==> src/core/lfc_consts.vh <==
// Overview of operation
// - Format bit 7 set opens the baud divisor latch; clear keeps it closed.
// - Format bit 6 set holds the transmit output low until software clears it.
// - Format bit 3 set adds a parity bit when sending and checks it when receiving.
// - With parity enabled and not forced, bit 4 clear is odd, set is even.
// - Parity enabled with bit 5 set forces parity: 1 if bit 4 clear, else 0.
// - Bit 5 clear means normal parity; parity enable clear means no parity at all.
// - Bit 2 clear gives exactly one stop bit for every word length.
// - Bit 2 set gives 1.5 stop bits for 5-bit words, 2 otherwise.
// - Bits 1:0 select 5, 6, 7 or 8 data bits for both directions.
`ifndef LFC_CONSTS_VH
`define LFC_CONSTS_VH

// ------------------------------------------------------------------
// Register word offsets within a channel (paddr[3:2])
// ------------------------------------------------------------------
`define OFF_FMT       2'h0
`define OFF_DATA      2'h1
`define OFF_STATUS    2'h2
`define OFF_RXDATA    2'h3
`define CH_SEL_BIT    4
`define ADDR_TOP_BIT  5

// ------------------------------------------------------------------
// Line format register fields
// ------------------------------------------------------------------
`define FMT_DIV_EN    7
`define FMT_BREAK     6
`define FMT_STICK     5
`define FMT_EVEN      4
`define FMT_PAR_EN    3
`define FMT_STOP2     2
`define FMT_WL_HI     1
`define FMT_WL_LO     0

// ------------------------------------------------------------------
// Status register fields
// ------------------------------------------------------------------
`define ST_TX_BUSY    0
`define ST_RX_VALID   1
`define ST_PAR_ERR    2
`define ST_FRM_ERR    3

// ------------------------------------------------------------------
// Reset values and timing
// ------------------------------------------------------------------
`define FMT_RST       8'h00
`define DIV_RST       16'h0008
`define WL_MASK_BASE  8'hE0
`define HALVES_BIT    3'h2
`define HALVES_STOP15 3'h3
`define HALVES_STOP2  3'h4

`endif

==> src/core/uart_char_tx.v <==
`timescale 1ns/1ps
// ------------------------------------------------------------------
// Character transmitter: frames one character per start request
// ------------------------------------------------------------------
`include "lfc_consts.vh"
module uart_char_tx (
    // Clock and reset
    input  wire        pclk,
    input  wire        presetn,
    // Character request
    input  wire        start,
    input  wire [7:0]  data,
    input  wire [5:0]  fmt,
    input  wire [15:0] half_div,
    // Line side
    output reg         busy,
    output reg         line
);
    localparam S_IDLE  = 5'b00001;
    localparam S_START = 5'b00010;
    localparam S_DATA  = 5'b00100;
    localparam S_PAR   = 5'b01000;
    localparam S_STOP  = 5'b10000;

    reg  [4:0]  st_q;
    reg  [15:0] cnt_q;
    reg  [2:0]  hc_q;
    reg  [2:0]  bitn_q;
    reg  [7:0]  sh_q;
    reg  [5:0]  fmt_q;
    reg         par_q;
    wire        tick     = (cnt_q == 16'h0000);
    wire        bit_end  = tick && (hc_q == 3'h1);
    wire [7:0]  wl_shift = `WL_MASK_BASE << fmt[`FMT_WL_HI:`FMT_WL_LO];
    wire [7:0]  masked   = data & ~wl_shift;
    wire [15:0] reload   = (half_div == 16'h0000) ? 16'h0000 : half_div - 16'h0001;
    wire [2:0]  last_bit = {1'b1, fmt_q[`FMT_WL_HI:`FMT_WL_LO]};
    wire        five     = (fmt_q[`FMT_WL_HI:`FMT_WL_LO] == 2'b00);
    wire [2:0]  stop_hc  = !fmt_q[`FMT_STOP2] ? `HALVES_BIT :
                           (five ? `HALVES_STOP15 : `HALVES_STOP2);
    wire        par_bit  = fmt[`FMT_STICK] ? ~fmt[`FMT_EVEN] :
                           (fmt[`FMT_EVEN] ? ^masked : ~^masked);

    // Frame sequencer, counted in half bit times
    always @(posedge pclk or negedge presetn) begin
        if (!presetn) begin
            st_q   <= S_IDLE;
            cnt_q  <= 16'h0000;
            hc_q   <= 3'h0;
            bitn_q <= 3'h0;
            sh_q   <= 8'h00;
            fmt_q  <= 6'h00;
            par_q  <= 1'b0;
            busy   <= 1'b0;
            line   <= 1'b1;
        end else begin
            cnt_q <= tick ? reload : cnt_q - 16'h0001;
            if (tick && hc_q != 3'h0)
                hc_q <= hc_q - 3'h1;
            case (st_q)
                S_IDLE: begin
                    line <= 1'b1;
                    if (start) begin
                        fmt_q  <= fmt;
                        sh_q   <= masked;
                        par_q  <= par_bit;
                        cnt_q  <= reload;
                        hc_q   <= `HALVES_BIT;
                        busy   <= 1'b1;
                        line   <= 1'b0;
                        st_q   <= S_START;
                    end
                end
                S_START: begin
                    if (bit_end) begin
                        line   <= sh_q[0];
                        sh_q   <= {1'b0, sh_q[7:1]};
                        bitn_q <= 3'h0;
                        hc_q   <= `HALVES_BIT;
                        st_q   <= S_DATA;
                    end
                end
                S_DATA: begin
                    if (bit_end) begin
                        hc_q   <= `HALVES_BIT;
                        bitn_q <= bitn_q + 3'h1;
                        if (bitn_q == last_bit) begin
                            if (fmt_q[`FMT_PAR_EN]) begin
                                line <= par_q;
                                st_q <= S_PAR;
                            end else begin
                                line <= 1'b1;
                                hc_q <= stop_hc;
                                st_q <= S_STOP;
                            end
                        end else begin
                            line <= sh_q[0];
                            sh_q <= {1'b0, sh_q[7:1]};
                        end
                    end
                end
                S_PAR: begin
                    if (bit_end) begin
                        line <= 1'b1;
                        hc_q <= stop_hc;
                        st_q <= S_STOP;
                    end
                end
                S_STOP: begin
                    if (bit_end) begin
                        busy <= 1'b0;
                        st_q <= S_IDLE;
                    end
                end
                default: begin
                    st_q <= S_IDLE;
                    busy <= 1'b0;
                    line <= 1'b1;
                end
            endcase
        end
    end
endmodule // uart_char_tx

==> src/core/uart_line_format_control.v <==
`timescale 1ns/1ps
`include "lfc_consts.vh"
module uart_line_format_control #(
    parameter NCH = 2
) (
    // APB clock and reset
    input  wire             pclk,
    input  wire             presetn,
    // APB slave
    input  wire             psel,
    input  wire             penable,
    input  wire             pwrite,
    input  wire [31:0]      paddr,
    input  wire [31:0]      pwdata,
    output reg  [31:0]      prdata,
    output reg              pready,
    output reg              pslverr,
    // Serial lines
    output reg  [NCH-1:0]   txd,
    input  wire [NCH-1:0]   rxd
);
    localparam R_IDLE  = 5'b00001;
    localparam R_START = 5'b00010;
    localparam R_DATA  = 5'b00100;
    localparam R_PAR   = 5'b01000;
    localparam R_STOP  = 5'b10000;

    // ------------------------------------------------------------------
    // APB decode
    // ------------------------------------------------------------------
    wire        acc      = psel && penable;
    wire        done     = acc && pready;
    wire [1:0]  woff     = paddr[3:2];
    wire        mapped   = (paddr[31:`ADDR_TOP_BIT] == 27'h0) && (paddr[1:0] == 2'b00)
                           && (paddr[`CH_SEL_BIT] < NCH);
    wire        ch_sel   = paddr[`CH_SEL_BIT];

    wire [8*NCH-1:0]  fmt_flat;
    wire [16*NCH-1:0] div_flat;
    wire [8*NCH-1:0]  rxd_flat;
    wire [4*NCH-1:0]  st_flat;
    wire [NCH-1:0]    tx_line;

    // Read data selection for the addressed channel
    reg  [31:0] rd_d;
    reg  [7:0]  sel_fmt;
    always @* begin
        sel_fmt = fmt_flat[8*ch_sel +: 8];
        rd_d    = 32'h0000_0000;
        case (woff)
            `OFF_FMT:    rd_d = {24'h00_0000, sel_fmt};
            `OFF_DATA:   rd_d = sel_fmt[`FMT_DIV_EN] ?
                                {16'h0000, div_flat[16*ch_sel +: 16]} : 32'h0000_0000;
            `OFF_STATUS: rd_d = {28'h000_0000, st_flat[4*ch_sel +: 4]};
            `OFF_RXDATA: rd_d = {24'h00_0000, rxd_flat[8*ch_sel +: 8]};
            default:     rd_d = 32'h0000_0000;
        endcase
    end

    // Bus answer: one wait state, data and error registered
    always @(posedge pclk or negedge presetn) begin
        if (!presetn) begin
            pready  <= 1'b0;
            prdata  <= 32'h0000_0000;
            pslverr <= 1'b0;
        end else begin
            pready  <= acc && !pready;
            if (acc && !pready) begin
                prdata  <= (mapped && !pwrite) ? rd_d : 32'h0000_0000;
                pslverr <= !mapped;
            end else begin
                pslverr <= 1'b0;
            end
        end
    end

    // ------------------------------------------------------------------
    // Per-channel format, transmitter and receiver
    // ------------------------------------------------------------------
    genvar g;
    generate
        for (g = 0; g < NCH; g = g + 1) begin : chan
            reg  [7:0]  fmt_q;
            reg  [15:0] div_q;
            reg         go_q;
            reg  [7:0]  txb_q;
            wire        tx_busy;
            wire        hit   = done && mapped && (ch_sel == g);
            wire        wr    = hit && pwrite;
            wire        rdrx  = hit && !pwrite && (woff == `OFF_RXDATA);

            // Software view of the channel: format, divisor, transmit data
            always @(posedge pclk or negedge presetn) begin
                if (!presetn) begin
                    fmt_q <= `FMT_RST;
                    div_q <= `DIV_RST;
                    go_q  <= 1'b0;
                    txb_q <= 8'h00;
                end else begin
                    go_q <= 1'b0;
                    if (wr && woff == `OFF_FMT)
                        fmt_q <= pwdata[7:0];
                    if (wr && woff == `OFF_DATA) begin
                        if (fmt_q[`FMT_DIV_EN])
                            div_q <= pwdata[15:0];
                        else if (!tx_busy && !go_q) begin
                            txb_q <= pwdata[7:0];
                            go_q  <= 1'b1;
                        end
                    end
                end
            end

            uart_char_tx u_tx (
                .pclk     (pclk),
                .presetn  (presetn),
                .start    (go_q),
                .data     (txb_q),
                .fmt      (fmt_q[5:0]),
                .half_div (div_q),
                .busy     (tx_busy),
                .line     (tx_line[g])
            );

            // Receiver, sampling at mid-bit in half bit time steps
            reg  [4:0]  rs_q;
            reg  [15:0] rc_q;
            reg  [2:0]  rh_q;
            reg  [2:0]  rb_q;
            reg  [7:0]  rsh_q;
            reg  [5:0]  rf_q;
            reg         rpar_q;
            reg         rprev_q;
            reg  [7:0]  rdat_q;
            reg         rval_q;
            reg         perr_q;
            reg         ferr_q;
            wire        rtick = (rc_q == 16'h0000);
            wire        samp  = rtick && (rh_q == 3'h1);
            wire [15:0] rrel  = (div_q == 16'h0000) ? 16'h0000 : div_q - 16'h0001;
            wire [7:0]  rjust = rsh_q >> (2'd3 - rf_q[`FMT_WL_HI:`FMT_WL_LO]);
            wire        rexp  = rf_q[`FMT_STICK] ? ~rf_q[`FMT_EVEN] :
                                (rf_q[`FMT_EVEN] ? ^rjust : ~^rjust);
            wire        stopb = rs_q == R_STOP && samp;

            always @(posedge pclk or negedge presetn) begin
                if (!presetn) begin
                    rs_q    <= R_IDLE;
                    rc_q    <= 16'h0000;
                    rh_q    <= 3'h0;
                    rb_q    <= 3'h0;
                    rsh_q   <= 8'h00;
                    rf_q    <= 6'h00;
                    rpar_q  <= 1'b0;
                    rprev_q <= 1'b1;
                end else begin
                    rprev_q <= rxd[g];
                    rc_q    <= rtick ? rrel : rc_q - 16'h0001;
                    if (rtick && rh_q != 3'h0)
                        rh_q <= rh_q - 3'h1;
                    case (rs_q)
                        R_IDLE: begin
                            if (rprev_q && !rxd[g]) begin
                                rf_q  <= fmt_q[5:0];
                                rc_q  <= rrel;
                                rh_q  <= 3'h1;
                                rs_q  <= R_START;
                            end
                        end
                        R_START: begin
                            if (samp) begin
                                rb_q <= 3'h0;
                                rh_q <= `HALVES_BIT;
                                rs_q <= rxd[g] ? R_IDLE : R_DATA;
                            end
                        end
                        R_DATA: begin
                            if (samp) begin
                                rsh_q <= {rxd[g], rsh_q[7:1]};
                                rb_q  <= rb_q + 3'h1;
                                rh_q  <= `HALVES_BIT;
                                if (rb_q == {1'b1, rf_q[`FMT_WL_HI:`FMT_WL_LO]})
                                    rs_q <= rf_q[`FMT_PAR_EN] ? R_PAR : R_STOP;
                            end
                        end
                        R_PAR: begin
                            if (samp) begin
                                rpar_q <= rxd[g];
                                rh_q   <= `HALVES_BIT;
                                rs_q   <= R_STOP;
                            end
                        end
                        R_STOP: begin
                            if (samp)
                                rs_q <= R_IDLE;
                        end
                        default: rs_q <= R_IDLE;
                    endcase
                end
            end

            // Received character and flags; a new character wins over the read clear
            always @(posedge pclk or negedge presetn) begin
                if (!presetn) begin
                    rdat_q <= 8'h00;
                    rval_q <= 1'b0;
                    perr_q <= 1'b0;
                    ferr_q <= 1'b0;
                end else if (stopb) begin
                    rdat_q <= rjust;
                    rval_q <= 1'b1;
                    perr_q <= rf_q[`FMT_PAR_EN] && (rpar_q != rexp);
                    ferr_q <= !rxd[g];
                end else if (rdrx) begin
                    rval_q <= 1'b0;
                    perr_q <= 1'b0;
                    ferr_q <= 1'b0;
                end
            end

            // Line output with break override
            always @(posedge pclk or negedge presetn) begin
                if (!presetn)
                    txd[g] <= 1'b1;
                else
                    txd[g] <= tx_line[g] && !fmt_q[`FMT_BREAK];
            end

            assign fmt_flat[8*g +: 8]   = fmt_q;
            assign div_flat[16*g +: 16] = div_q;
            assign rxd_flat[8*g +: 8]   = rdat_q;
            assign st_flat[4*g +: 4]    = {ferr_q, perr_q, rval_q, tx_busy || go_q};
        end
    endgenerate
endmodule // uart_line_format_control

==> config.mk <==
export PLATFORM = sky130hd
export DESIGN_NAME = uart_line_format_control
export DESIGN_NICKNAME = d
export VERILOG_FILES = /design/src/core/uart_char_tx.v /design/src/core/uart_line_format_control.v
export VERILOG_INCLUDE_DIRS = /design/src /design/src/core
export SDC_FILE = /design/constraint.sdc
export NUM_CORES = 1
export LEC_CHECK = 0
export BUFFER_PORTS_ARGS = -buffer_cell sky130_fd_sc_hd__buf_2
export CAP_MARGIN = 30
export CORE_MARGIN = 5
export CORE_UTILIZATION = 55
export DETAILED_ROUTE_END_ITERATION = 8
export PLACE_DENSITY = 0.74
export SYNTH_ARGS = -nofsm -noshare
export SYNTH_HDL_FRONTEND = slang
export SYNTH_SLANG_ARGS = --single-unit
==> constraint.sdc <==
create_clock -name pclk -period 4.6 [get_ports pclk]
set_input_delay 0.92 -clock pclk [delete_from_list [all_inputs] [get_ports pclk]]
set_output_delay 0.92 -clock pclk [all_outputs]
set_load 0.005 [all_outputs]
==> summary.txt, run 1 <==
Global route
  – Largest net degree at the start of global routing: 133
  – First-pass GRT wire length: 56,000 um
  – Vias in the first global route: 11,000
  – Total grt overflow: 0
  – Met2 Track Usage GR: 35.6%
  – Tot GR Track Use: 22.0%
  – Initial antenna violation count: 7
  – GRT busiest layer: met2
  – Met1 GRT Util: 31.0%
  – GRT met3 Usage: 3.79%

CTS
  – TritonCTS Buffers: 29
  – Clk_lat worst skew: 550 ps
  – CTS tree: built
  – Clk buf depth: 3
  – Clock Pin Slew Worst Setup and Hold Paths: 60 ps
  – CTS resizes: 0
  – H-tree level count: 1
  – Post-CTS Setup Bufs: 0
  – CTS Root Cell: clkbuf_16
  – Hold_buf cts: 0
  – Clk sink count: 276

STA
  – TNS Setup: 0 ps
  – Final Hold Viols: 0
  – Hold Worst Slack: 467 ps
  – Setup Viol. Count Final: 0
  – Rel. slew slack: 33.8%
  – Worst slew pin tran: 993 ps
  – Min cycle time layout: 3140 ps
  – Clock skew: 9.86 ps
  – Fmax achieved: 319 MHz
  – Tcrit/Tclk final: 68.2%
  – Max-slew violations: 0
  – RSZ-0062 raised after global routing: no

Critical path
  – Worst setup EP type: flip-flop
  – CP max stage delay: 690 ps
  – Slowest stage cell, crit path: nor2_1
  – CP Max Fanout: 13
  – Crit path kind: reg2reg
  – CP arrival: 3560 ps
  – Worst path top cell family by delay: simple AND/OR/NAND/NOR gates
  – CP bufs+invs: 2
  – Critical-path cell list: inv_1 > ha_1 > nor3b_1 > nand3_1 > nor3_2 > buf_4 > nand3b_1 > nor2_1 > mux2_2
  – CP Launch Type: flip-flop
  – Required @ worst endpoint: 5030 ps

Flow run
  – Max-cap violations: 0

Routing
  – DRC errors left: 0
  – Vias per cell: 5.79
  – Router iterations before antenna repair: 5
  – DR iter-0 viols: 838
  – Routed vias: 11,300
  – Antenna Nets Post-Route: 0
  – DR WL/cell: 17.2 um
  – Final wirelength: 33,800 um

Pwr
  – Flop pwr share: 47.3%
  – Leak: 0.00780 uW
  – Net Sw Power: 1390 uW
  – Clock Power Share: 43.1%
  – Net Sw Frac: 25.2%
  – Logic gate share of total power: 9.6%
  – Internal power: 4150 uW
  – Peak VDD IR: 0.351 mV
  – P per Cell Area: 337 nW/um^2

Place
  – Cells after DPL: 1,904
  – Number of port buffers: 74
  – GPL Wtd Cong: 0.868
  – DPL Wire Length: 24,000 um

Die
  – Core ar.: 26,800 um^2
  – Die X: 175 um
  – I/O pins: 107
  – Height of the die: 175 um
  – Die footprint: 30,500 um^2
  – Starting Density: 55.6%
  – Cell row count: 60

Synth
  – Post-synthesis cell count: 1,541
  – Avg Inst Size Synth: 9.67 um^2
  – Synth unique cells: 74
  – Synth Cell Area: 14,900 um^2
  – Syn. warnings: 0
  – Seq cells post-synth: 276
  – Post-synthesis sequential area ratio: 46.5%
  – Synth Flop Type: dfrtp_1
  – Asr flop ratio synth: 100%
  – Synth area leaders: dfrtp_1 44%, mux2_2 8.4%, nand2_1 5.6%
  – Post-synth EDFFs: 0
  – Cell taking the most area after synthesis: dfrtp_1
  – Yosys top cell area share: 44.3%

Status
  – Status: completed

Finish
  – Fraction of final layout cells sized beyond drive strength 1: 17.6%
  – Synthesis-to-layout area growth: 10.4%
  – Post-Layout Cell Count: 1,958
  – Filler cell count: 2,213
  – Area occupied by multi-input gates: 7470 um^2
  – Final Util: 61.4%
  – Register area: 6920 um^2
  – Fin nets: 1,687

Min path
  – Worst Hold Class: reg2reg
[power by group through the flow]
stage / logic (uW) / clock network [uW] / registers, uW
6_report: 531 / 2390 / 2620
5_1_grt: 602 / 2520 / 2640
4_1_cts: 537 / 2430 / 2620
3_5_place_dp: 534 / 0 / 2660
3_3_place_gp: 515 / 0 / 2660
2_1_floorplan: 390 / 0 / 2640
[final timing paths]
path | startpoint | to | slack [ps] | cells past startpoint
worst max-delay path | chan[0].rc_q[0]$_DFF_PN0_ | chan[0].rsh_q[0]$_DFFE_PN0P_ | 1460 | 9
min in group asynchronous | presetn | chan[1].rs_q[3]$_DFFE_PN0P_ | 490 | 1
worst min-delay path | chan[0].fmt_q[6]$_DFFE_PN0P_ | txd[0]$_DFF_PN1_ | 470 | 1
worst max register to register | chan[0].rc_q[0]$_DFF_PN0_ | chan[0].rsh_q[0]$_DFFE_PN0P_ | 1460 | 9
max in group asynchronous | presetn | txd[0]$_DFF_PN1_ | 3130 | 2
worst min register to register | chan[0].fmt_q[6]$_DFFE_PN0P_ | txd[0]$_DFF_PN1_ | 470 | 1
[layout make-up]
cell class	count	area share, %
sequential	276	42.1
clock inverter	15	1.01
timing repair buffer	86	2.94
clock buffer	38	4.92
antenna	1	0.0152
inverter	45	1.03
tap	341	2.59
multi-input combinational	1156	45.4
[logic make-up (layout without fill, tap and decap cells)]
group	count (synthesis)	count (layout)	share of synthesized area, %
adder cells (fa/ha/maj)	22	22	1.85
buffers and inverters	124	184	3.75
XOR/XNOR	113	113	6.83
AND/OR/NAND/NOR	572	572	18.9
flip-flops	276	276	46.5
multiplexers	150	150	11.1
AO/OA/AOI/OAI	283	283	11.1
other	1	17	0.0252
[metrics by stage]
stage	power, uW	setup slack, ps	cell area, um^2
global route	5760	1180	16500
CTS	5590	1460	16400
global placement	3170	1020	15500
finish	5540	1460	16500
detailed placement	3200	949	15500
floorplan	3030	1770	15000
[cells in the final DEF, fill, tap and decap left out, types with 42 or more instances in the layout]
cell type	instances
dfrtp_1	264
nand2_1	221
o21ai_0	137
nor2_1	127
mux2_2	111
buf_2	73
xnor2_1	69
a21oi_1	64
inv_1	45
xor2_1	42
[synthesized netlist by cell type (4+ instances only)]
cell type  number
a21o_1          9
a21oi_1        64
a221oi_1        6
a22o_1          4
a22oi_1        10
a31oi_1        11
and2_1          7
and3_1         16
buf_1           4
buf_2           9
buf_4          22
clkbuf_1       44
dfrtp_1       264
dfstp_2        12
ha_1           22
inv_1          45
mux2_2        111
mux2i_1        38
nand2_1       221
nand2b_1        7
nand3_1        32
nand3b_1       16
nand4_1         9
nor2_1        127
nor2_2          4
nor2b_1        11
nor3_1         39
nor3b_1         6
nor4_1         24
nor4b_1         4
o211ai_1        5
o21ai_0       137
o31ai_1         6
or2_2           4
or3_1          11
or4_1          10
xnor2_1        69
xor2_1         42
[registers in the layout, summed over array words and instances, names as in the netlist, 6 cells and up]
name              cells
chan.rc_q            32
chan.rsh_q           16
chan.u_tx.sh_q       16
chan.rdat_q          16
chan.fmt_q           16
chan.u_tx.bitn_q      6
chan.rb_q             6
chan.rs_q            10
chan.rh_q             6
chan.rf_q            10
prdata               16
chan.u_tx.fmt_q       8
chan.u_tx.st_q       10
chan.div_q           32
chan.u_tx.hc_q        6
chan.txb_q           16
chan.u_tx.cnt_q      32
[layer usage]
layer  vias up  share of wire [%]
met5         -               0.21
met2       256                 46
met4        12                2.7
li1       5480                  -
met3        73                5.4
met1      5518                 46
No activity file was read; power rests on OpenSTA's default activity.
==> run 2: changes to the inputs <==
--- a/config.mk
+++ b/config.mk
@@ -6,12 +6,13 @@
 export SDC_FILE = /design/constraint.sdc
 export NUM_CORES = 1
 export LEC_CHECK = 0
+export ABC_AREA = 1
 export BUFFER_PORTS_ARGS = -buffer_cell sky130_fd_sc_hd__buf_2
 export CAP_MARGIN = 30
 export CORE_MARGIN = 5
 export CORE_UTILIZATION = 55
 export DETAILED_ROUTE_END_ITERATION = 8
-export PLACE_DENSITY = 0.74
+export PLACE_DENSITY = 0.73
 export SYNTH_ARGS = -nofsm -noshare
 export SYNTH_HDL_FRONTEND = slang
 export SYNTH_SLANG_ARGS = --single-unit
==> constraint.sdc (replaced) <==
create_clock -name pclk -period 3.1 [get_ports pclk]
set_input_delay 0.62 -clock pclk [delete_from_list [all_inputs] [get_ports pclk]]
set_output_delay 0.62 -clock pclk [all_outputs]
set_load 0.005 [all_outputs]
==> summary.txt, run 2 <==
Synth
  – Synth area leaders: dfrtp_1 41%, nand2_1 15%, o21ai_0 6.6% (was dfrtp_1 44%, mux2_2 8.4%, nand2_1 5.6%)
  – Count leader, synth: nand2_1 (was dfrtp_1)
  – Compound-Gate Fraction of Synth Area: 10.6% (was 11.1%)
  – Synth Area in XOR/XNOR: 4.58% (was 6.83%)
  – Asr flop ratio synth: 100% (unchanged)
  – Synth Area in Simple Gates: 31.1% (was 18.9%)
  – Synth Flop Type: dfrtp_1 (unchanged)
  – Post-synth EDFFs: 0 (unchanged)
  – Post-synthesis cell count: 2,142 (was 1,541)
  – Cell taking the most area after synthesis: dfrtp_1 (unchanged)
  – Seq cells post-synth: 276 (unchanged)
  – Syn. warnings: 0 (unchanged)
  – Post-synth top cells: 644 x nand2_1, 264 x dfrtp_1, 232 x inv_1, 211 x o21ai_0, 187 x nor2_1 (was 264 x dfrtp_1, 221 x nand2_1, 137 x o21ai_0, 127 x nor2_1, 111 x mux2_2)
  – Post-synthesis sequential area ratio: 43.1% (was 46.5%)
  – Post-synthesis mux area share: 0.623% (was 11.1%)
  – Avg Inst Size Synth: 7.50 um^2 (was 9.67 um^2)
  – Post-Synth Adder-Cell Area: 1.71% (was 1.85%)
  – Yosys top cell area share: 41.1% (was 44.3%)
  – Largest family of logic cells by synthesized area: simple AND/OR/NAND/NOR gates (unchanged)
  – Synth unique cells: 56 (was 74)
  – Synth Cell Area: 16,100 um^2 (was 14,900 um^2)

Die
  – Cell row count: 62 (was 60)
  – Die footprint: 32,700 um^2 (was 30,500 um^2)
  – Die X: 181 um (was 175 um)
  – I/O pins: 107 (unchanged)
  – Height of the die: 181 um (was 175 um)
  – Starting Density: 55.8% (was 55.6%)
  – Core ar.: 28,800 um^2 (was 26,800 um^2)

Min path
  – Worst Hold Class: in2reg (was reg2reg)
  – Hold Path Sink: chan[1].rprev_q$_DFF_PN1_ (was txd[0]$_DFF_PN1_)
  – Worst hold start: rxd[1] (was chan[0].fmt_q[6]$_DFFE_PN0P_)
  – WHS Path Cells: 1 (unchanged)

Routing
  – Router iterations before antenna repair: 6 (was 5)
  – Routed vias: 14,100 (was 11,300)
  – DR WL/cell: 15.3 um (was 17.2 um)
  – Vias per cell: 5.36 (was 5.79)
  – Final wirelength: 40,100 um (was 33,800 um)
  – DR iter-0 viols: 1,074 (was 838)
  – Antenna Nets Post-Route: 0 (unchanged)
  – DRC errors left: 0 (unchanged)

Critical path
  – Critical-path cell list: inv_1 > ha_1 > nand3_2 > nor2_2 > nand3_1 > nor2_1 > nand2_1 > nor2_1 > nand4_1 > nand3_1 > o21ai_0 (was inv_1 > ha_1 > nor3b_1 > nand3_1 > nor3_2 > buf_4 > nand3b_1 > nor2_1 > mux2_2)
  – Required @ worst endpoint: 3480 ps (was 5030 ps)
  – R2r setup slk: 700 ps (was 1460 ps)
  – Worst path top cell family by delay: simple AND/OR/NAND/NOR gates (unchanged)
  – CP arrival: 2780 ps (was 3560 ps)
  – Worst setup EP type: flip-flop (unchanged)
  – Register-to-Register Path Depth: 11 (was 9)
  – CP Max Fanout: 12 (was 13)
  – R2r endpoint: chan[1].ferr_q$_DFFE_PN0P_ (was chan[0].rsh_q[0]$_DFFE_PN0P_)
  – Crit path kind: reg2reg (unchanged)
  – CP Launch Type: flip-flop (unchanged)
  – Critical Path Start: chan[1].rc_q[0]$_DFF_PN0_ (was chan[0].rc_q[0]$_DFF_PN0_)
  – CP bufs+invs: 1 (was 2)
  – CP max stage delay: 450 ps (was 690 ps)
  – R2r startpoint: chan[1].rc_q[0]$_DFF_PN0_ (was chan[0].rc_q[0]$_DFF_PN0_)
  – Slowest stage cell, crit path: nand4_1 (was nor2_1)

Pwr
  – Pwr Total: 9870 uW (was 5540 uW)
  – Peak VDD IR: 0.506 mV (was 0.351 mV)
  – Leak: 0.00952 uW (was 0.00780 uW)
  – P per Cell Area: 552 nW/um^2 (was 337 nW/um^2)

CTS
  – Clk buf depth: 3 (unchanged)
  – TritonCTS Buffers: 34 (was 29)
  – CTS tree: built (unchanged)
  – CTS resizes: 0 (unchanged)
  – CTS Root Cell: clkbuf_16 (unchanged)
  – Hold_buf cts: 1 (was 0)
  – Clk_lat worst skew: 510 ps (was 550 ps)
  – Clk sink count: 276 (unchanged)
  – Clock Pin Slew Worst Setup and Hold Paths: 60 ps (about the same)
  – H-tree level count: 2 (was 1)
  – Post-CTS Setup Bufs: 0 (unchanged)

STA
  – Final Hold Viols: 0 (unchanged)
  – Setup WS post-layout: 699 ps (was 1460 ps)
  – Setup Viol. Count Final: 0 (unchanged)
  – Fmax achieved: 417 MHz (was 319 MHz)
  – TNS Setup: 0 ps (unchanged)
  – Min cycle time layout: 2400 ps (was 3140 ps)
  – Max-slew violations: 0 (unchanged)
  – RSZ-0062 raised after global routing: no (unchanged)
  – Clock skew: 15.2 ps (was 9.86 ps)
  – Rel. slew slack: 49.5% (was 33.8%)
  – Worst slew pin tran: 757 ps (was 993 ps)
  – Tcrit/Tclk final: 77.4% (was 68.2%)

Flow run
  – Max-cap violations: 0 (unchanged)

Finish
  – Top flop regs: chan.div_q x32, chan.rc_q x32, chan.u_tx.cnt_q x32 (unchanged)
  – Fraction of final layout cells sized beyond drive strength 1: 11.0% (was 17.6%)
  – Fin nets: 2,310 (was 1,687)
  – Filler cell count: 2,544 (was 2,213)
  – Area occupied by multi-input gates: 7870 um^2 (was 7470 um^2)
  – Synthesis-to-layout area growth: 11.3% (was 10.4%)
  – Most common cell after layout, fill and taps aside: nand2_1 (was dfrtp_1)
  – Most frequent cells in the layout: 644 x nand2_1, 264 x dfrtp_1, 232 x inv_1, 211 x o21ai_0, 187 x nor2_1 (was 264 x dfrtp_1, 221 x nand2_1, 137 x o21ai_0, 127 x nor2_1, 111 x mux2_2)
  – Register area: 6920 um^2 (unchanged)

Global route
  – Vias in the first global route: 13,600 (was 11,000)
  – Total grt overflow: 0 (unchanged)
  – Tot GR Track Use: 24.3% (was 22.0%)
  – Largest net degree at the start of global routing: 98 (was 133)
  – First-pass GRT wire length: 66,700 um (was 56,000 um)
  – Initial antenna violation count: 0 (was 7)

Status
  – Status: completed (unchanged)

Place
  – Setup WS pre-CTS: 557 ps (was 949 ps)
  – DPL Wire Length: 29,200 um (was 24,000 um)
  – GPL Wtd Cong: 0.926 (was 0.868)
  – Number of port buffers: 74 (unchanged)
run 2: cell count changes after synthesis, moves of 28 or more:
| cell | before | now |
|---|---|---|
| a21oi_1 | 64 | 30 |
| inv_1 | 45 | 232 |
| mux2_2 | 111 | 0 |
| mux2i_1 | 38 | 10 |
| nand2_1 | 221 | 644 |
| nand3_1 | 32 | 168 |
| nor2_1 | 127 | 187 |
| o21ai_0 | 137 | 211 |
| xnor2_1 | 69 | 27 |
run 2: layout make-up:
type	instances	area share, %
clock buffer	46	5.41
inverter	245	5.14
clock inverter	15	1.02
sequential	276	38.7
multi-input combinational	1571	44.0
tap	384	2.69
antenna	1	0.0140
timing repair buffer	89	2.98
run 2: where the power goes:
group          switching [uW]  total, uW  internal (uW)
sequential                218       4100           3880
clock                    1560       4090           2530
combinational            1100       1680            578
run 2: through the flow:
stage | hold WS, ps | instances | cell area [um^2] | util, %
after floorplan | 324 | 2157 | 16100 | -
after global placement | 441 | 2564 | 16700 | 58.1
after detailed placement | 445 | 2564 | 16700 | 58.1
after CTS | 244 | 2626 | 17900 | 62.1
after global routing | 260 | 2626 | 17900 | 62.1
final | 266 | 2627 | 17900 | 62.1
run 2: metal layers:
layer	wire (um)	GRT usage, %	share of wire [%]	vias up
met4	1730	10.3	4.3	0
met1	17900	33.4	45	6563
met5	0	0	0	-
met2	18500	38.9	46	384
met3	1990	3.20	5.0	111
li1	-	-	-	7020
run 2: how the worst max path moves through the flow:
| stage | end | slack [ps] | cells past startpoint |
|---|---|---|---|
| after global routing | chan[1].ferr_q$_DFFE_PN0P_ | 390 | 11 |
| after detailed placement | chan[0].div_q[14]$_DFFE_PN0P_ | 560 | 9 |
| after global placement | chan[1].div_q[7]$_DFFE_PN0P_ | 590 | 9 |
| after floorplan | chan[0].div_q[10]$_DFFE_PN0P_ | 1160 | 9 |
| after CTS | chan[1].ferr_q$_DFFE_PN0P_ | 700 | 11 |
| final | chan[1].ferr_q$_DFFE_PN0P_ | 700 | 11 |
run 2: kinds of logic after synthesis:
family          after synthesis
fa+ha+maj                    22
compound gates              307
mux                          10
simple gates               1132
flops                       276
other cells                   1
xor+xnor                     84
buf+inv                     310
==> run 3: changes to the inputs <==
--- a/config.mk
+++ b/config.mk
@@ -6,13 +6,13 @@
 export SDC_FILE = /design/constraint.sdc
 export NUM_CORES = 1
 export LEC_CHECK = 0
-export ABC_AREA = 1
+export ABC_AREA = 0
 export BUFFER_PORTS_ARGS = -buffer_cell sky130_fd_sc_hd__buf_2
 export CAP_MARGIN = 30
 export CORE_MARGIN = 5
 export CORE_UTILIZATION = 55
 export DETAILED_ROUTE_END_ITERATION = 8
-export PLACE_DENSITY = 0.73
+export PLACE_DENSITY = 0.77
 export SYNTH_ARGS = -nofsm -noshare
 export SYNTH_HDL_FRONTEND = slang
 export SYNTH_SLANG_ARGS = --single-unit
==> constraint.sdc (replaced) <==
create_clock -name pclk -period 2.03 [get_ports pclk]
set_input_delay 0.406 -clock pclk [delete_from_list [all_inputs] [get_ports pclk]]
set_output_delay 0.406 -clock pclk [all_outputs]
set_load 0.005 [all_outputs]
==> summary.txt, run 3 (synthesis results as in run 1) <==
Finish
  – Final Util: 74.5% (was 62.1%)
  – Area occupied by multi-input gates: 8830 um^2 (was 7870 um^2)
  – Most frequent cells in the layout: 264 x dfrtp_1, 184 x nand2_1, 172 x buf_4, 100 x nor2_1 (was 644 x nand2_1, 264 x dfrtp_1, 232 x inv_1, 211 x o21ai_0, 187 x nor2_1)
  – Most common cell after layout, fill and taps aside: dfrtp_1 (was nand2_1)
  – Fraction of final layout cells sized beyond drive strength 1: 37.9% (was 11.0%)
  – Filler cell count: 1,693 (was 2,544)
  – Synthesis-to-layout area growth: 34.0% (was 11.3%)
  – Top flop regs: chan.div_q x32, chan.rc_q x32, chan.u_tx.cnt_q x32 (unchanged)
  – Fin nets: 1,910 (was 2,310)
  – Register area: 6920 um^2 (unchanged)

Min path
  – Hold Path Sink: chan[0].rprev_q$_DFF_PN1_ (was chan[1].rprev_q$_DFF_PN1_)
  – Worst Hold Class: in2reg (unchanged)
  – WHS Path Cells: 1 (unchanged)
  – Worst hold start: rxd[0] (was rxd[1])

STA
  – Fmax achieved: 411 MHz (was 417 MHz)
  – Setup WS post-layout: -401 ps (was 699 ps)
  – Final Hold Viols: 0 (unchanged)
  – TNS Setup: -19,750 ps (was 0 ps)
  – RSZ-0062 raised after global routing: yes (was no)
  – Clock skew: 15.0 ps (was 15.2 ps)
  – Max-slew violations: 0 (unchanged)
  – Tcrit/Tclk final: 120% (was 77.4%)
  – Setup Viol. Count Final: 109 (was 0)
  – Worst slew pin tran: 717 ps (was 757 ps)
  – Min cycle time layout: 2430 ps (was 2400 ps)
  – Rel. slew slack: 51.8% (was 49.5%)

Pwr
  – Leak: 0.00941 uW (was 0.00952 uW)
  – Logic gate share of total power: 13.2% (was 17.0%)
  – Net Sw Frac: 25.8% (was 29.2%)
  – Peak VDD IR: 0.591 mV (was 0.506 mV)
  – P per Cell Area: 678 nW/um^2 (was 552 nW/um^2)
  – Pwr Total: 13,500 uW (was 9870 uW)
  – Internal power: 10,000 uW (was 6980 uW)
  – Clock Power Share: 43.0% (was 41.5%)
  – Flop pwr share: 43.8% (was 41.5%)
  – Net Sw Power: 3490 uW (was 2880 uW)

Routing
  – DR WL/cell: 19.5 um (was 15.3 um)
  – DRC errors left: 0 (unchanged)
  – Routed vias: 12,800 (was 14,100)
  – DR iter-0 viols: 1,014 (was 1,074)
  – Antenna Nets Post-Route: 0 (unchanged)
  – Vias per cell: 5.88 (was 5.36)
  – Final wirelength: 42,600 um (was 40,100 um)
  – Router iterations before antenna repair: 5 (was 6)

CTS
  – TritonCTS Buffers: 30 (was 34)
  – Clock Pin Slew Worst Setup and Hold Paths: 60 ps (about the same)
  – Clk buf depth: 3 (unchanged)
  – Clk_lat worst skew: 560 ps (was 510 ps)
  – Clk sink count: 276 (unchanged)
  – CTS Root Cell: clkbuf_16 (unchanged)
  – CTS tree: built (unchanged)
  – H-tree level count: 1 (was 2)

Critical path
  – Required @ worst endpoint: 2470 ps (was 3480 ps)
  – R2r setup slk: -400 ps (was 700 ps)
  – Worst setup EP type: flip-flop (unchanged)
  – CP Launch Type: flip-flop (unchanged)
  – Crit path kind: reg2reg (unchanged)
  – Register-to-Register Path Depth: 10 (was 11)
  – R2r startpoint: chan[0].rc_q[1]$_DFF_PN0_ (was chan[1].rc_q[0]$_DFF_PN0_)
  – R2r endpoint: chan[0].rdat_q[0]$_DFFE_PN0P_ (was chan[1].ferr_q$_DFFE_PN0P_)
  – CP arrival: 2870 ps (was 2780 ps)
  – CP Max Fanout: 5 (was 12)

Die
  – Die X: 175 um (was 181 um)
  – Height of the die: 175 um (was 181 um)
  – I/O pins: 107 (unchanged)
  – Die footprint: 30,500 um^2 (was 32,700 um^2)
  – Core ar.: 26,800 um^2 (was 28,800 um^2)
  – Starting Density: 55.6% (was 55.8%)
  – Cell row count: 60 (was 62)

Status
  – Status: finished, violations left (was completed)
  – Violated checks: setup timing

Flow run
  – Max-cap violations: 0 (unchanged)

Place
  – GPL Wtd Cong: 0.900 (was 0.926)
  – Number of port buffers: 74 (unchanged)
  – DPL Wire Length: 27,500 um (was 29,200 um)

Global route
  – Tot GR Track Use: 25.9% (was 24.3%)
  – Initial antenna violation count: 6 (was 0)
  – Vias in the first global route: 12,700 (was 13,600)
  – Largest net degree at the start of global routing: 64 (was 98)
  – Total grt overflow: 0 (unchanged)
  – First-pass GRT wire length: 65,400 um (was 66,700 um)
[run 3: worst max-delay path, stage by stage, from the launching register on]
cell and delay, ps:
dfrtp_1 390, inv_1 80, ha_2 170, nor3b_4 240
nand3_2 140, nor3_4 280, nand3b_1 260, or2_4 350
buf_6 130, buf_12 140, a21o_1 150
[run 3: power groups by stage]
stage                     clock, uW  combinational [uW]  sequential [uW]
final                          5820                1790             5920
after global routing           6090                1970             5950
after CTS                      5860                1640             5910
after detailed placement          0                1530             6010
after global placement            0                1480             6000
after floorplan                   0                 922             5990
[run 3: how the worst max path moves through the flow]
| stage | start | to | slack [ps] |
|---|---|---|---|
| global placement | paddr[20] | chan[0].txb_q[6]$_DFFE_PN0P_ | -320 |
| finish | chan[0].rc_q[1]$_DFF_PN0_ | chan[0].rdat_q[0]$_DFFE_PN0P_ | -400 |
| floorplan | chan[0].rc_q[0]$_DFF_PN0_ | chan[0].rs_q[3]$_DFFE_PN0P_ | -180 |
| detailed placement | chan[0].rc_q[1]$_DFF_PN0_ | chan[0].rsh_q[4]$_DFFE_PN0P_ | -410 |
| CTS | chan[0].rc_q[1]$_DFF_PN0_ | chan[0].rsh_q[4]$_DFFE_PN0P_ | -300 |
| global route | chan[0].rc_q[1]$_DFF_PN0_ | chan[0].rdat_q[0]$_DFFE_PN0P_ | -440 |
[run 3: final cells by class]
| cell class | count | area share (%) |
|---|---|---|
| clock buffer | 40 | 4.36 |
| multi-input combinational | 1157 | 44.3 |
| clock inverter | 16 | 0.953 |
| inverter | 45 | 0.846 |
| tap | 341 | 2.14 |
| antenna | 1 | 0.0125 |
| timing repair buffer | 307 | 12.8 |
| sequential | 276 | 34.7 |
[run 3: repair_timing]
item	in CTS	in global routing
endpoints found under the setup margin	118	154
gates cloned	4	4
setup buffers	23	18
hold buffers	1	0
pin swaps	53	70
hold endpoints to repair	38	0
resized for setup	130	197
[run 3: layer usage]
metal / wire, um / up-vias / GRT usage, %
met5: 67 / - / 0
met3: 3100 / 102 / 5.04
met2: 20900 / 437 / 43.5
li1: - / 5939 / -
met4: 1080 / 10 / 6.97
met1: 17500 / 6348 / 34.9
[run 3: through the flow]
stage               cell area [um^2]  setup slack, ps  std cells  hold WS [ps]
detailed placement             17400             -407       2080           340
global route                   20000             -436       2183          58.6
finish                         20000             -401       2183          65.6
CTS                            19100             -304       2163          49.6
global placement               17400             -318       2080           336
floorplan                      15400             -176       1556           110
